==> src/design/gpd_pkg.sv <==
// Constants and types shared by the general-purpose port data and direction logic.
package gpd_pkg;

    ////////////////////////////////////////////////////////////////////////////////////////
    // Widths and types.
    localparam int GPD_WIDTH = 8;

    typedef logic [GPD_WIDTH-1:0] gpd_byte_type;
    typedef logic [15:0]          gpd_addr_type;

    ////////////////////////////////////////////////////////////////////////////////////////
    // Byte addresses of the two port registers on the processor's register space.
    localparam gpd_addr_type GPD_DATA_ADDR = 16'hFFD6;
    localparam gpd_addr_type GPD_DIR_ADDR  = 16'hFFE6;

    ////////////////////////////////////////////////////////////////////////////////////////
    // Reset values and fixed read values.
    localparam gpd_byte_type GPD_LATCH_RST     = 8'h00;
    localparam gpd_byte_type GPD_DIR_RST       = 8'h00;
    localparam gpd_byte_type GPD_DIR_READ_VAL  = 8'hFF;
    localparam gpd_byte_type GPD_UNMAPPED_READ = 8'h00;
    localparam gpd_byte_type GPD_ALL_OUTPUT    = 8'hFF;

    ////////////////////////////////////////////////////////////////////////////////////////
    // Timing: read data appear this many clock edges after the read strobe.
    localparam int GPD_READ_LATENCY = 1;

endpackage

==> src/design/gpd_bank_if.sv <==
// Interface carrying write strobes and port state between the decoder and the pin bank.
`timescale 1ns/1ps
`default_nettype none

interface gpd_bank_if;
    import gpd_pkg::*;

    // Write strobes and the byte being written.
    logic         wr_latch;
    logic         wr_dir;
    gpd_byte_type wdata;

    // State of the bank and the per-bit mixed read view.
    gpd_byte_type latch;
    gpd_byte_type dir;
    gpd_byte_type readback;

    modport ctrl (
        output wr_latch,
        output wr_dir,
        output wdata,
        input  latch,
        input  dir,
        input  readback
    );

    modport bank (
        input  wr_latch,
        input  wr_dir,
        input  wdata,
        output latch,
        output dir,
        output readback
    );

endinterface

`default_nettype wire

==> src/design/gpd_pin_bank.sv <==
// Data latch, direction bits and per-pin read mix of the eight-pin port.
`timescale 1ns/1ps
`default_nettype none

module gpd_pin_bank
    import gpd_pkg::*;
(
    // Clock and reset
    input  wire logic                 mclk,
    input  wire logic                 rst_n,
    // Decoder side
    gpd_bank_if.bank                  bank,
    // Pins
    input  wire logic [GPD_WIDTH-1:0] pin_in,
    output logic      [GPD_WIDTH-1:0] pin_out,
    output logic      [GPD_WIDTH-1:0] pin_oe
);

    gpd_byte_type latch_reg;
    gpd_byte_type dir_reg;

    ////////////////////////////////////////////////////////////////////////////////////////
    // The latch takes every written byte, also the bits of input pins, so that
    // turning a pin into an output later drives whatever software last stored.
    always_ff @(posedge mclk or negedge rst_n) begin
        if (!rst_n) begin
            latch_reg <= GPD_LATCH_RST;
        end else if (bank.wr_latch) begin
            latch_reg <= bank.wdata;
        end
    end

    // The direction bits are replaced as a whole byte; there is no per-bit write.
    always_ff @(posedge mclk or negedge rst_n) begin
        if (!rst_n) begin
            dir_reg <= GPD_DIR_RST;
        end else if (bank.wr_dir) begin
            dir_reg <= bank.wdata;
        end
    end

    ////////////////////////////////////////////////////////////////////////////////////////
    // Pin drive comes straight from flip-flops, so the pads never see a glitch.
    assign pin_out = latch_reg;
    assign pin_oe  = dir_reg;

    assign bank.latch = latch_reg;
    assign bank.dir   = dir_reg;

    // Each bit reads its pin when it is an input and its latch when it is an output.
    for (genvar i = 0; i < GPD_WIDTH; i++) begin : g_mix
        assign bank.readback[i] = dir_reg[i] ? latch_reg[i] : pin_in[i];
    end

endmodule

`default_nettype wire

==> src/design/gpd_port.sv <==
// Eight-pin port: processor byte access decode, read-back and pin bank.
`timescale 1ns/1ps
`default_nettype none

module gpd_port
    import gpd_pkg::*;
(
    // Clock and reset
    input  wire logic                 mclk,
    input  wire logic                 rst_n,
    // Processor byte access
    input  wire logic [15:0]          acc_addr,
    input  wire logic                 acc_rd,
    input  wire logic                 acc_wr,
    input  wire logic [GPD_WIDTH-1:0] acc_wdata,
    output logic      [GPD_WIDTH-1:0] acc_rdata,
    output logic                      acc_rd_valid,
    // Port pins
    input  wire logic [GPD_WIDTH-1:0] port_three_pins_in,
    output logic      [GPD_WIDTH-1:0] port_three_pins_out,
    output logic      [GPD_WIDTH-1:0] port_three_pins_oe
);

    gpd_bank_if bank_bus ();

    logic         sel_data;
    logic         sel_dir;
    gpd_byte_type rdata_reg;
    gpd_byte_type rdata_next;
    logic         rd_valid_reg;

    ////////////////////////////////////////////////////////////////////////////////////////
    // Address decode. One data address serves two purposes: writes go to the latch
    // and reads return the per-pin mix, so the decoder routes by direction of access.
    assign sel_data = (acc_addr == GPD_DATA_ADDR);
    assign sel_dir  = (acc_addr == GPD_DIR_ADDR);

    // Write strobes to the pin bank; the processor always writes whole bytes.
    assign bank_bus.wr_latch = acc_wr && sel_data;
    assign bank_bus.wr_dir   = acc_wr && sel_dir;
    assign bank_bus.wdata    = acc_wdata;

    ////////////////////////////////////////////////////////////////////////////////////////
    // Pin bank.
    gpd_pin_bank u_bank (
        .mclk    (mclk),
        .rst_n   (rst_n),
        .bank    (bank_bus.bank),
        .pin_in  (port_three_pins_in),
        .pin_out (port_three_pins_out),
        .pin_oe  (port_three_pins_oe)
    );

    ////////////////////////////////////////////////////////////////////////////////////////
    // Read data selection. The direction register has no read path at all, so a
    // bit operation aimed at it writes back ones for every other bit; software has
    // to work on a shadow copy instead.
    always_comb begin
        rdata_next = GPD_UNMAPPED_READ;
        if (sel_data) begin
            rdata_next = bank_bus.readback;
        end else if (sel_dir) begin
            rdata_next = GPD_DIR_READ_VAL;
        end
    end

    // Read data are held until the next read so the core may take them late.
    always_ff @(posedge mclk or negedge rst_n) begin
        if (!rst_n) begin
            rdata_reg <= GPD_UNMAPPED_READ;
        end else if (acc_rd) begin
            rdata_reg <= rdata_next;
        end
    end

    // The valid pulse marks only reads that hit one of the two port addresses.
    always_ff @(posedge mclk or negedge rst_n) begin
        if (!rst_n) begin
            rd_valid_reg <= 1'b0;
        end else begin
            rd_valid_reg <= acc_rd && (sel_data || sel_dir);
        end
    end

    assign acc_rdata    = rdata_reg;
    assign acc_rd_valid = rd_valid_reg;
endmodule

`default_nettype wire

==> config.mk <==
export PLATFORM = sky130hd
export DESIGN_NAME = gpd_port
export DESIGN_NICKNAME = d
export VERILOG_FILES = /design/src/design/gpd_pkg.sv /design/src/design/gpd_bank_if.sv /design/src/design/gpd_pin_bank.sv /design/src/design/gpd_port.sv
export SDC_FILE = /design/constraint.sdc
export NUM_CORES = 1
export LEC_CHECK = 0
export BUFFER_PORTS_ARGS = -buffer_cell sky130_fd_sc_hd__buf_2
export CORE_ASPECT_RATIO = 0.9
export CORE_UTILIZATION = 44
export DETAILED_ROUTE_END_ITERATION = 12
export PLACE_DENSITY = 0.78
export SLEW_MARGIN = 0
export SYNTH_ARGS = -nofsm -noshare
export SYNTH_HDL_FRONTEND = slang
export SYNTH_SLANG_ARGS = --single-unit
==> constraint.sdc <==
create_clock -name mclk -period 1.34 [get_ports mclk]
set_input_delay 0 -clock mclk [delete_from_list [all_inputs] [get_ports mclk]]
set_output_delay 0 -clock mclk [all_outputs]
set_load 0.01 [all_outputs]
==> results of run 1 <==
[power by group]
group          switching (mW)  internal [mW]
clock network           0.216          0.116
logic                  0.0572         0.0705
registers            0.000186          0.755
[cell families after synthesis]
group | count (synthesis)
flops | 25
simple gates | 19
compound gates | 17
mux | 16
buf+inv | 15
[metal layers]
metal / vias to the layer above / global-route usage, %
met2: 49 / 32.1
met3: 0 / 2.78
met5: - / 0
met4: 0 / 3.66
met1: 479 / 29.0
li1: 483 / -
[worst max-delay path, delay by kind of cell]
family        cells  cell delay [ns]
buf+inv           2             0.24
simple gates      3             1.12
mux               1             0.29
[Yosys cell counts]
cell type	n	share of area [%]
buf_2	1	0.43
inv_2	1	0.32
mux2_4	8	10
buf_6	2	1.9
buf_1	1	0.32
o21ai_0	1	0.43
or4_4	1	0.96
dfrtp_1	25	53
inv_1	9	2.9
nand4b_1	2	1.5
or3b_1	1	0.75
or3_1	1	0.54
or2_1	1	0.54
clkbuf_1	1	0.32
mux2_1	8	7.7
o22ai_1	8	4.3
nand4_1	1	0.54
a2111oi_0	8	6.0
nor2b_1	10	5.3
nand2b_1	1	0.54
nand2_4	1	0.96
[worst min-delay path by stage]
stage,startpoint,endpoint,slack (ns),depth (start not counted)
6_report,acc_rd,acc_rdata[2]$_DFFE_PN0P_,0.05,2
5_1_grt,acc_rd,acc_rdata[0]$_DFFE_PN0P_,0.05,2
4_1_cts,acc_rd,acc_rdata[1]$_DFFE_PN0P_,0.03,2
3_5_place_dp,rst_n,acc_rdata[4]$_DFFE_PN0P_,0.02,1
3_3_place_gp,rst_n,acc_rdata[4]$_DFFE_PN0P_,-0.001,1
2_1_floorplan,rst_n,acc_rd_valid$_DFF_PN0_,-0.30,0
[metrics by stage]
step	hold WS [ns]	instance area (µm²)	instances	setup WS, ns	TNS [ns]
after global placement	-0.00118	1550	181	-0.411	-8.54
final	0.0460	1730	194	-0.0979	-1.39
after floorplan	-0.296	1210	92	-0.377	-5.52
after detailed placement	0.0199	1550	181	-0.476	-9.90
after CTS	0.0348	1690	194	-0.0760	-1.02
after global routing	0.0541	1730	194	-0.129	-2.03
[cell type report]
class                   instances  area (µm²)
fillers                       191         762
flip-flops and latches         25         626
multi-input cells              52         546
repair buffers                 75         457
inverters                      10        37.5
well taps                      28        35.0
clock buffers                   4        26.3
[what timing repair did]
action,CTS,global route
pin swaps,1,1
hold buffers,9,0
hold endpoints to repair,41,0
setup endpoints to repair,17,24
resized for setup,7,13
==> metrics.yaml, run 1 <==
global_routing:
  grt_pass1_wl_um: 4320
  grt_max_degree: 26
  track_usage_pct: 19.9
  grt-ovfl-total: 0
  antenna_found_initial: 0
  grt_pass1_vias: 907
synthesis:
  synthAdderAreaFrac_pct: 0
  muxShareOfSynthArea_pct: 18.0
  synth_warnings: 0
  yosys.area_share.simple_pct: 11.7
  synth_cell_types: 21
  ys_seq_elements: 25
  syn_inst: 92
  synth_top_family_by_area: "multiplexers"
  synth_xor_area_share_pct: 0
  synth_area_per_cell_um2: 12.7
  netlist_area_um2: 1170
  synth_nets: 128
  synth-compound-area-share_pct: 10.7
  yosysSeqAreaShare_pct: 53.5
worst_setup_path:
  cpPeakStageDelay_ns: 0.54
  cp.required_ns: 1.55
  r2r_end: "acc_rdata[4]$_DFFE_PN0P_"
  crit_chain: "buf_6, nand4b_1, or4_4, or3_4, buf_6, mux2_4"
  crit_start: "acc_addr[0]"
  cp_max_fo: 5
  start_kind: "input pin"
  worst_ep_arrival_time_ns: 1.65
  r2r_slack_ns: 0.22
  worstReg2RegStart: "u_bank.bank.dir[4]$_DFFE_PN0P_"
  cp-endpoint: "u_bank.bank.latch[5]$_DFFE_PN0P_"
  worstSetupPathType: "input pin to flop"
  critical_path.endpoint_type: "flop"
  crit_slowest_cell: "or4_4"
  cp_common_cell: "buf_6"
  r2r_cells: 2
power_and_ir_drop:
  pwr_density_cell_nw_per_um2: 703
  vdd_drop_max_mv: 0.641
  leakage_nw: 0.951
  p_total_mw: 1.21
worst_hold_path:
  hp-class: "input pin to flop"
cts:
  clk_latency_ns: 0.31
  root_buffer: "clkbuf_4"
  cts_tree: "done"
  htreeDepth: 1
  cts_max_path_buffers: 2
  clk_pin_slew_ns: 0.13
  post_cts_buffers: 0
  cts_buffers: 3
  cts_sinks: 25
drt:
  post-route-drc-count: 0
  dr_wl_met2_um: 1390
  routed_wl_um: 2850
  wl_met1_um: 1280
  route.vias.total: 1011
  via_per_inst: 5.21
  wl_met3_um: 181
  ant_nets: 0
  highest_layer: "met3"
  dr.pass1.iters: 4
  post_drt_wl_per_cell_um: 14.7
  first_iter_violations: 28
final_layout:
  syn_to_final_growth_pct: 47.6
  antenna_cells: 0
  drive_above_1_share_pct: 57.8
  nNetsFinal: 203
  final_util_pct: 69.4
  layout_commonest_cell: "buf_2"
  final_cell_mix: "buf_2, dfrtp_1, mux2_4, nor2b_1"
die:
  io_pins: 61
  dieArea_um2: 2870
  die_x_um: 56.4
  chipHeight_um: 50.9
  initial_core_util_pct: 47.0
  fp.coreArea_um2: 2490
  rows: 17
sta:
  hold_violations: 0
  setup_violations: 17
  layout_setup_ws_ns: -0.0979
  max_slew_margin_pct: 63.6
  timing.final.crit_period_ns: 1.44
  clock.fmax_mhz: 695
  drv_slew: 0
  finalCritPeriodShare_pct: 107
  max_slew.worst_pin.slew_ns: 0.546
  skew_ns: 0.000443
  rsz0062_at_grt: "yes"
place:
  dp_hpwl_um: 2080
  place.gp.congestion: 0.795
  io_buffers: 60
flow_run:
  cap_violations: 0
run_status:
  run_status: "complete, but fails checks"
  violations: "negative setup slack"
No activity file was read; power rests on OpenSTA's default activity.
==> run 2: changes to the inputs <==
--- a/config.mk
+++ b/config.mk
@@ -5,11 +5,12 @@
 export SDC_FILE = /design/constraint.sdc
 export NUM_CORES = 1
 export LEC_CHECK = 0
-export BUFFER_PORTS_ARGS = -buffer_cell sky130_fd_sc_hd__buf_2
 export CORE_ASPECT_RATIO = 0.9
-export CORE_UTILIZATION = 44
+export CORE_UTILIZATION = 60
+export CTS_CLUSTER_SIZE = 16
 export DETAILED_ROUTE_END_ITERATION = 12
-export PLACE_DENSITY = 0.78
+export DONT_BUFFER_PORTS = 1
+export PLACE_DENSITY = 0.76
 export SLEW_MARGIN = 0
 export SYNTH_ARGS = -nofsm -noshare
 export SYNTH_HDL_FRONTEND = slang
==> run 2 against run 1 <==
  * The flow still finishes with violations (negative setup slack)
  * Utilization increased by 12 points
  * Largest power group unchanged
  * Combinational power decreased by 33%
  * Final area decreased by 17%
  * Die area decreased by 26%
==> metrics.yaml, run 2 (same netlist as run 1, synthesis figures left out) <==
cts:
  cts_max_path_buffers: 2  # unchanged
  cts_buffers: 3  # unchanged
  htreeDepth: 1  # unchanged
  clk_pin_slew_ns: 0.13  # about the same
  post_cts_buffers: 0  # unchanged
  cts_tree: "done"
  cts_sinks: 25  # unchanged
  root_buffer: "clkbuf_4"
  clk_latency_ns: 0.31  # about the same
global_routing:
  grt_pass1_vias: 879  # -3.1%
  grt-ovfl-total: 0  # unchanged
  grt_max_degree: 26  # unchanged
  track_usage_pct: 28.5  # +8.6 points
  grt_pass1_wl_um: 4260  # -1.3%
  antenna_found_initial: 0  # unchanged
sta:
  timing.final.crit_period_ns: 1.44  # -0.00229 ns
  skew_ns: 0.00339  # +0.00295 ns
  max_slew_margin_pct: 26.3  # -37 points
  whs_ns: 0.00587  # -0.0401 ns
  clock.fmax_mhz: 697  # +0.16%
  max_slew.worst_pin.slew_ns: 1.10  # +0.556 ns
  setup_violations: 1  # -16
  drv_slew: 0  # unchanged
  rsz0062_at_grt: "yes"
  finalCritPeriodShare_pct: 107  # -0.17 points
  layout_setup_ws_ns: -0.0956  # +0.00229 ns
  hold_violations: 0  # unchanged
worst_setup_path:
  worst_ep_arrival_time_ns: 1.61  # -0.04 ns
  crit_start: "acc_addr[0]"
  worstSetupPathType: "input pin to flop"
  r2r_slack_ns: -0.03  # -0.25 ns
  r2r_cells: 2  # unchanged
  start_kind: "input pin"
  worstReg2RegStart: "u_bank.bank.latch[6]$_DFFE_PN0P_"
  crit_cells: 5  # -1
  crit_chain: "nand4b_1, or4_4, buf_4, a2111oi_0, o22ai_1"
  cpPeakStageDelay_ns: 0.59  # +0.05 ns
  critical_path.endpoint_type: "flop"
  crit_slowest_cell: "a2111oi_0"
  r2r_end: "acc_rdata[6]$_DFFE_PN0P_"
  cp.required_ns: 1.51  # -0.04 ns
  cp-endpoint: "acc_rdata[6]$_DFFE_PN0P_"
  path_buf_inv: 1  # -1
  cp_max_fo: 9  # +4
  crit_family: "compound AO/OA/AOI/OAI gates"
flow_run:
  cap_violations: 0  # unchanged
final_layout:
  layout_commonest_cell: "dfrtp_1"
  final_cell_mix: "dfrtp_1, mux2_4, dlygate4sd3_1, nor2b_1, inv_1"
  drive_above_1_share_pct: 26.8  # -31 points
  syn_to_final_growth_pct: 22.5
  nNetsFinal: 149  # -27%
  antenna_cells: 0  # unchanged
  final_util_pct: 81.8  # +12 points
run_status:
  violations: "negative setup slack"
  run_status: "complete, but fails checks"
worst_hold_path:
  hp-class: "input pin to flop"
drt:
  route.vias.total: 876  # -13%
  routed_wl_um: 2800  # -1.5%
  ant_nets: 0  # unchanged
  dr.pass1.iters: 4  # unchanged
  via_per_inst: 6.44  # +24%
  post-route-drc-count: 0  # unchanged
  post_drt_wl_per_cell_um: 20.6  # +41%
  first_iter_violations: 25  # -11%
power_and_ir_drop:
  p_sw_share_pct: 21.8  # -0.75 points
  p_seq_share_pct: 64.5  # +2.4 points
  p_sw_mw: 0.255  # -6.8%
  p_total_mw: 1.17  # -3.6%
  p_comb_share_pct: 7.3  # -3.2 points
  pwr_density_cell_nw_per_um2: 817  # +16%
  p_int_mw: 0.916  # -2.7%
  p_clk_share_pct: 28.2  # +0.9 points
  vdd_drop_max_mv: 0.543  # -15%
  leakage_nw: 0.690  # -27%
die:
  initial_core_util_pct: 66.8  # +20 points
  fp.coreArea_um2: 1750  # -30%
  die_x_um: 48.5  # -14%
  dieArea_um2: 2130  # -26%
  io_pins: 61  # unchanged
  rows: 14  # -3
  chipHeight_um: 43.9  # -14%
place:
  place.gp.congestion: 0.669  # -16%
  io_buffers: 0  # -100%
  dp_hpwl_um: 1800  # -13%
-- run 2: cell types whose count changed in the layout (fill, tap and decap cells not counted) --
cell           change
a2111oi_0          +6
a2111oi_1          -1
a2111oi_2          -5
buf_2             -59
buf_4              +2
buf_6              -3
dlygate4sd3_1      +6
or2_1              +1
or2_4              -1
-- run 2: layout make-up --
class	instances	area, µm²
Clock buffer	4	26.3
Multi-Input combinational cell	52	510
Tap cell	24	30.0
Fill cell	98	319
Inverter	10	37.5
Timing Repair Buffer	21	203
Sequential cell	25	626
-- run 2: timing repair --
action | 4_1_cts | 5_1_grt
hold buffers | 15 | 0
gates cloned | 0 | 0
endpoints found under the setup margin | 1 | 16
endpoints found under the hold margin | 49 | 0
resized for setup | 1 | 4
-- run 2: metrics by stage --
step                      instance area, µm²  setup TNS [ns]  setup WS [ns]  instances
after floorplan                         1210           -5.52         -0.377         92
after global placement                  1240           -6.02         -0.312        117
after detailed placement                1240           -7.10         -0.341        117
after CTS                               1420               0        0.00598        136
after global routing                    1430          -0.129        -0.0628        136
final                                   1430         -0.0956        -0.0956        136
-- run 2: worst min path at each step --
stage | from | to | slack, ns | depth (start not counted)
detailed placement | rst_n | u_bank.bank.latch[7]$_DFFE_PN0P_ | -0.30 | 0
global placement | rst_n | u_bank.bank.latch[7]$_DFFE_PN0P_ | -0.30 | 0
finish | port_three_pins_in[7] | acc_rdata[7]$_DFFE_PN0P_ | 0.006 | 3
global route | port_three_pins_in[0] | acc_rdata[0]$_DFFE_PN0P_ | 0.01 | 3
floorplan | rst_n | acc_rd_valid$_DFF_PN0_ | -0.30 | 0
CTS | port_three_pins_in[7] | acc_rdata[7]$_DFFE_PN0P_ | 0.006 | 3
-- run 2: tightest hold or removal path: stages --
cell       delay, ns
nor2b_1         0.09
a2111oi_0       0.06
o22ai_1         0.12
-- run 2: layer usage --
metal	wire length, µm	GRT usage, %
met4	53	20.0
met3	226	7.02
met2	1390	45.1
met1	1130	35.1
met5	0	0
-- run 2: power by group through the flow --
stage | logic (mW) | clock network (mW) | registers, mW
6_report | 0.0854 | 0.330 | 0.755
5_1_grt | 0.0933 | 0.361 | 0.755
4_1_cts | 0.0833 | 0.335 | 0.755
3_5_place_dp | 0.0267 | 0 | 0.769
3_3_place_gp | 0.0258 | 0 | 0.769
2_1_floorplan | 0.0232 | 0 | 0.769
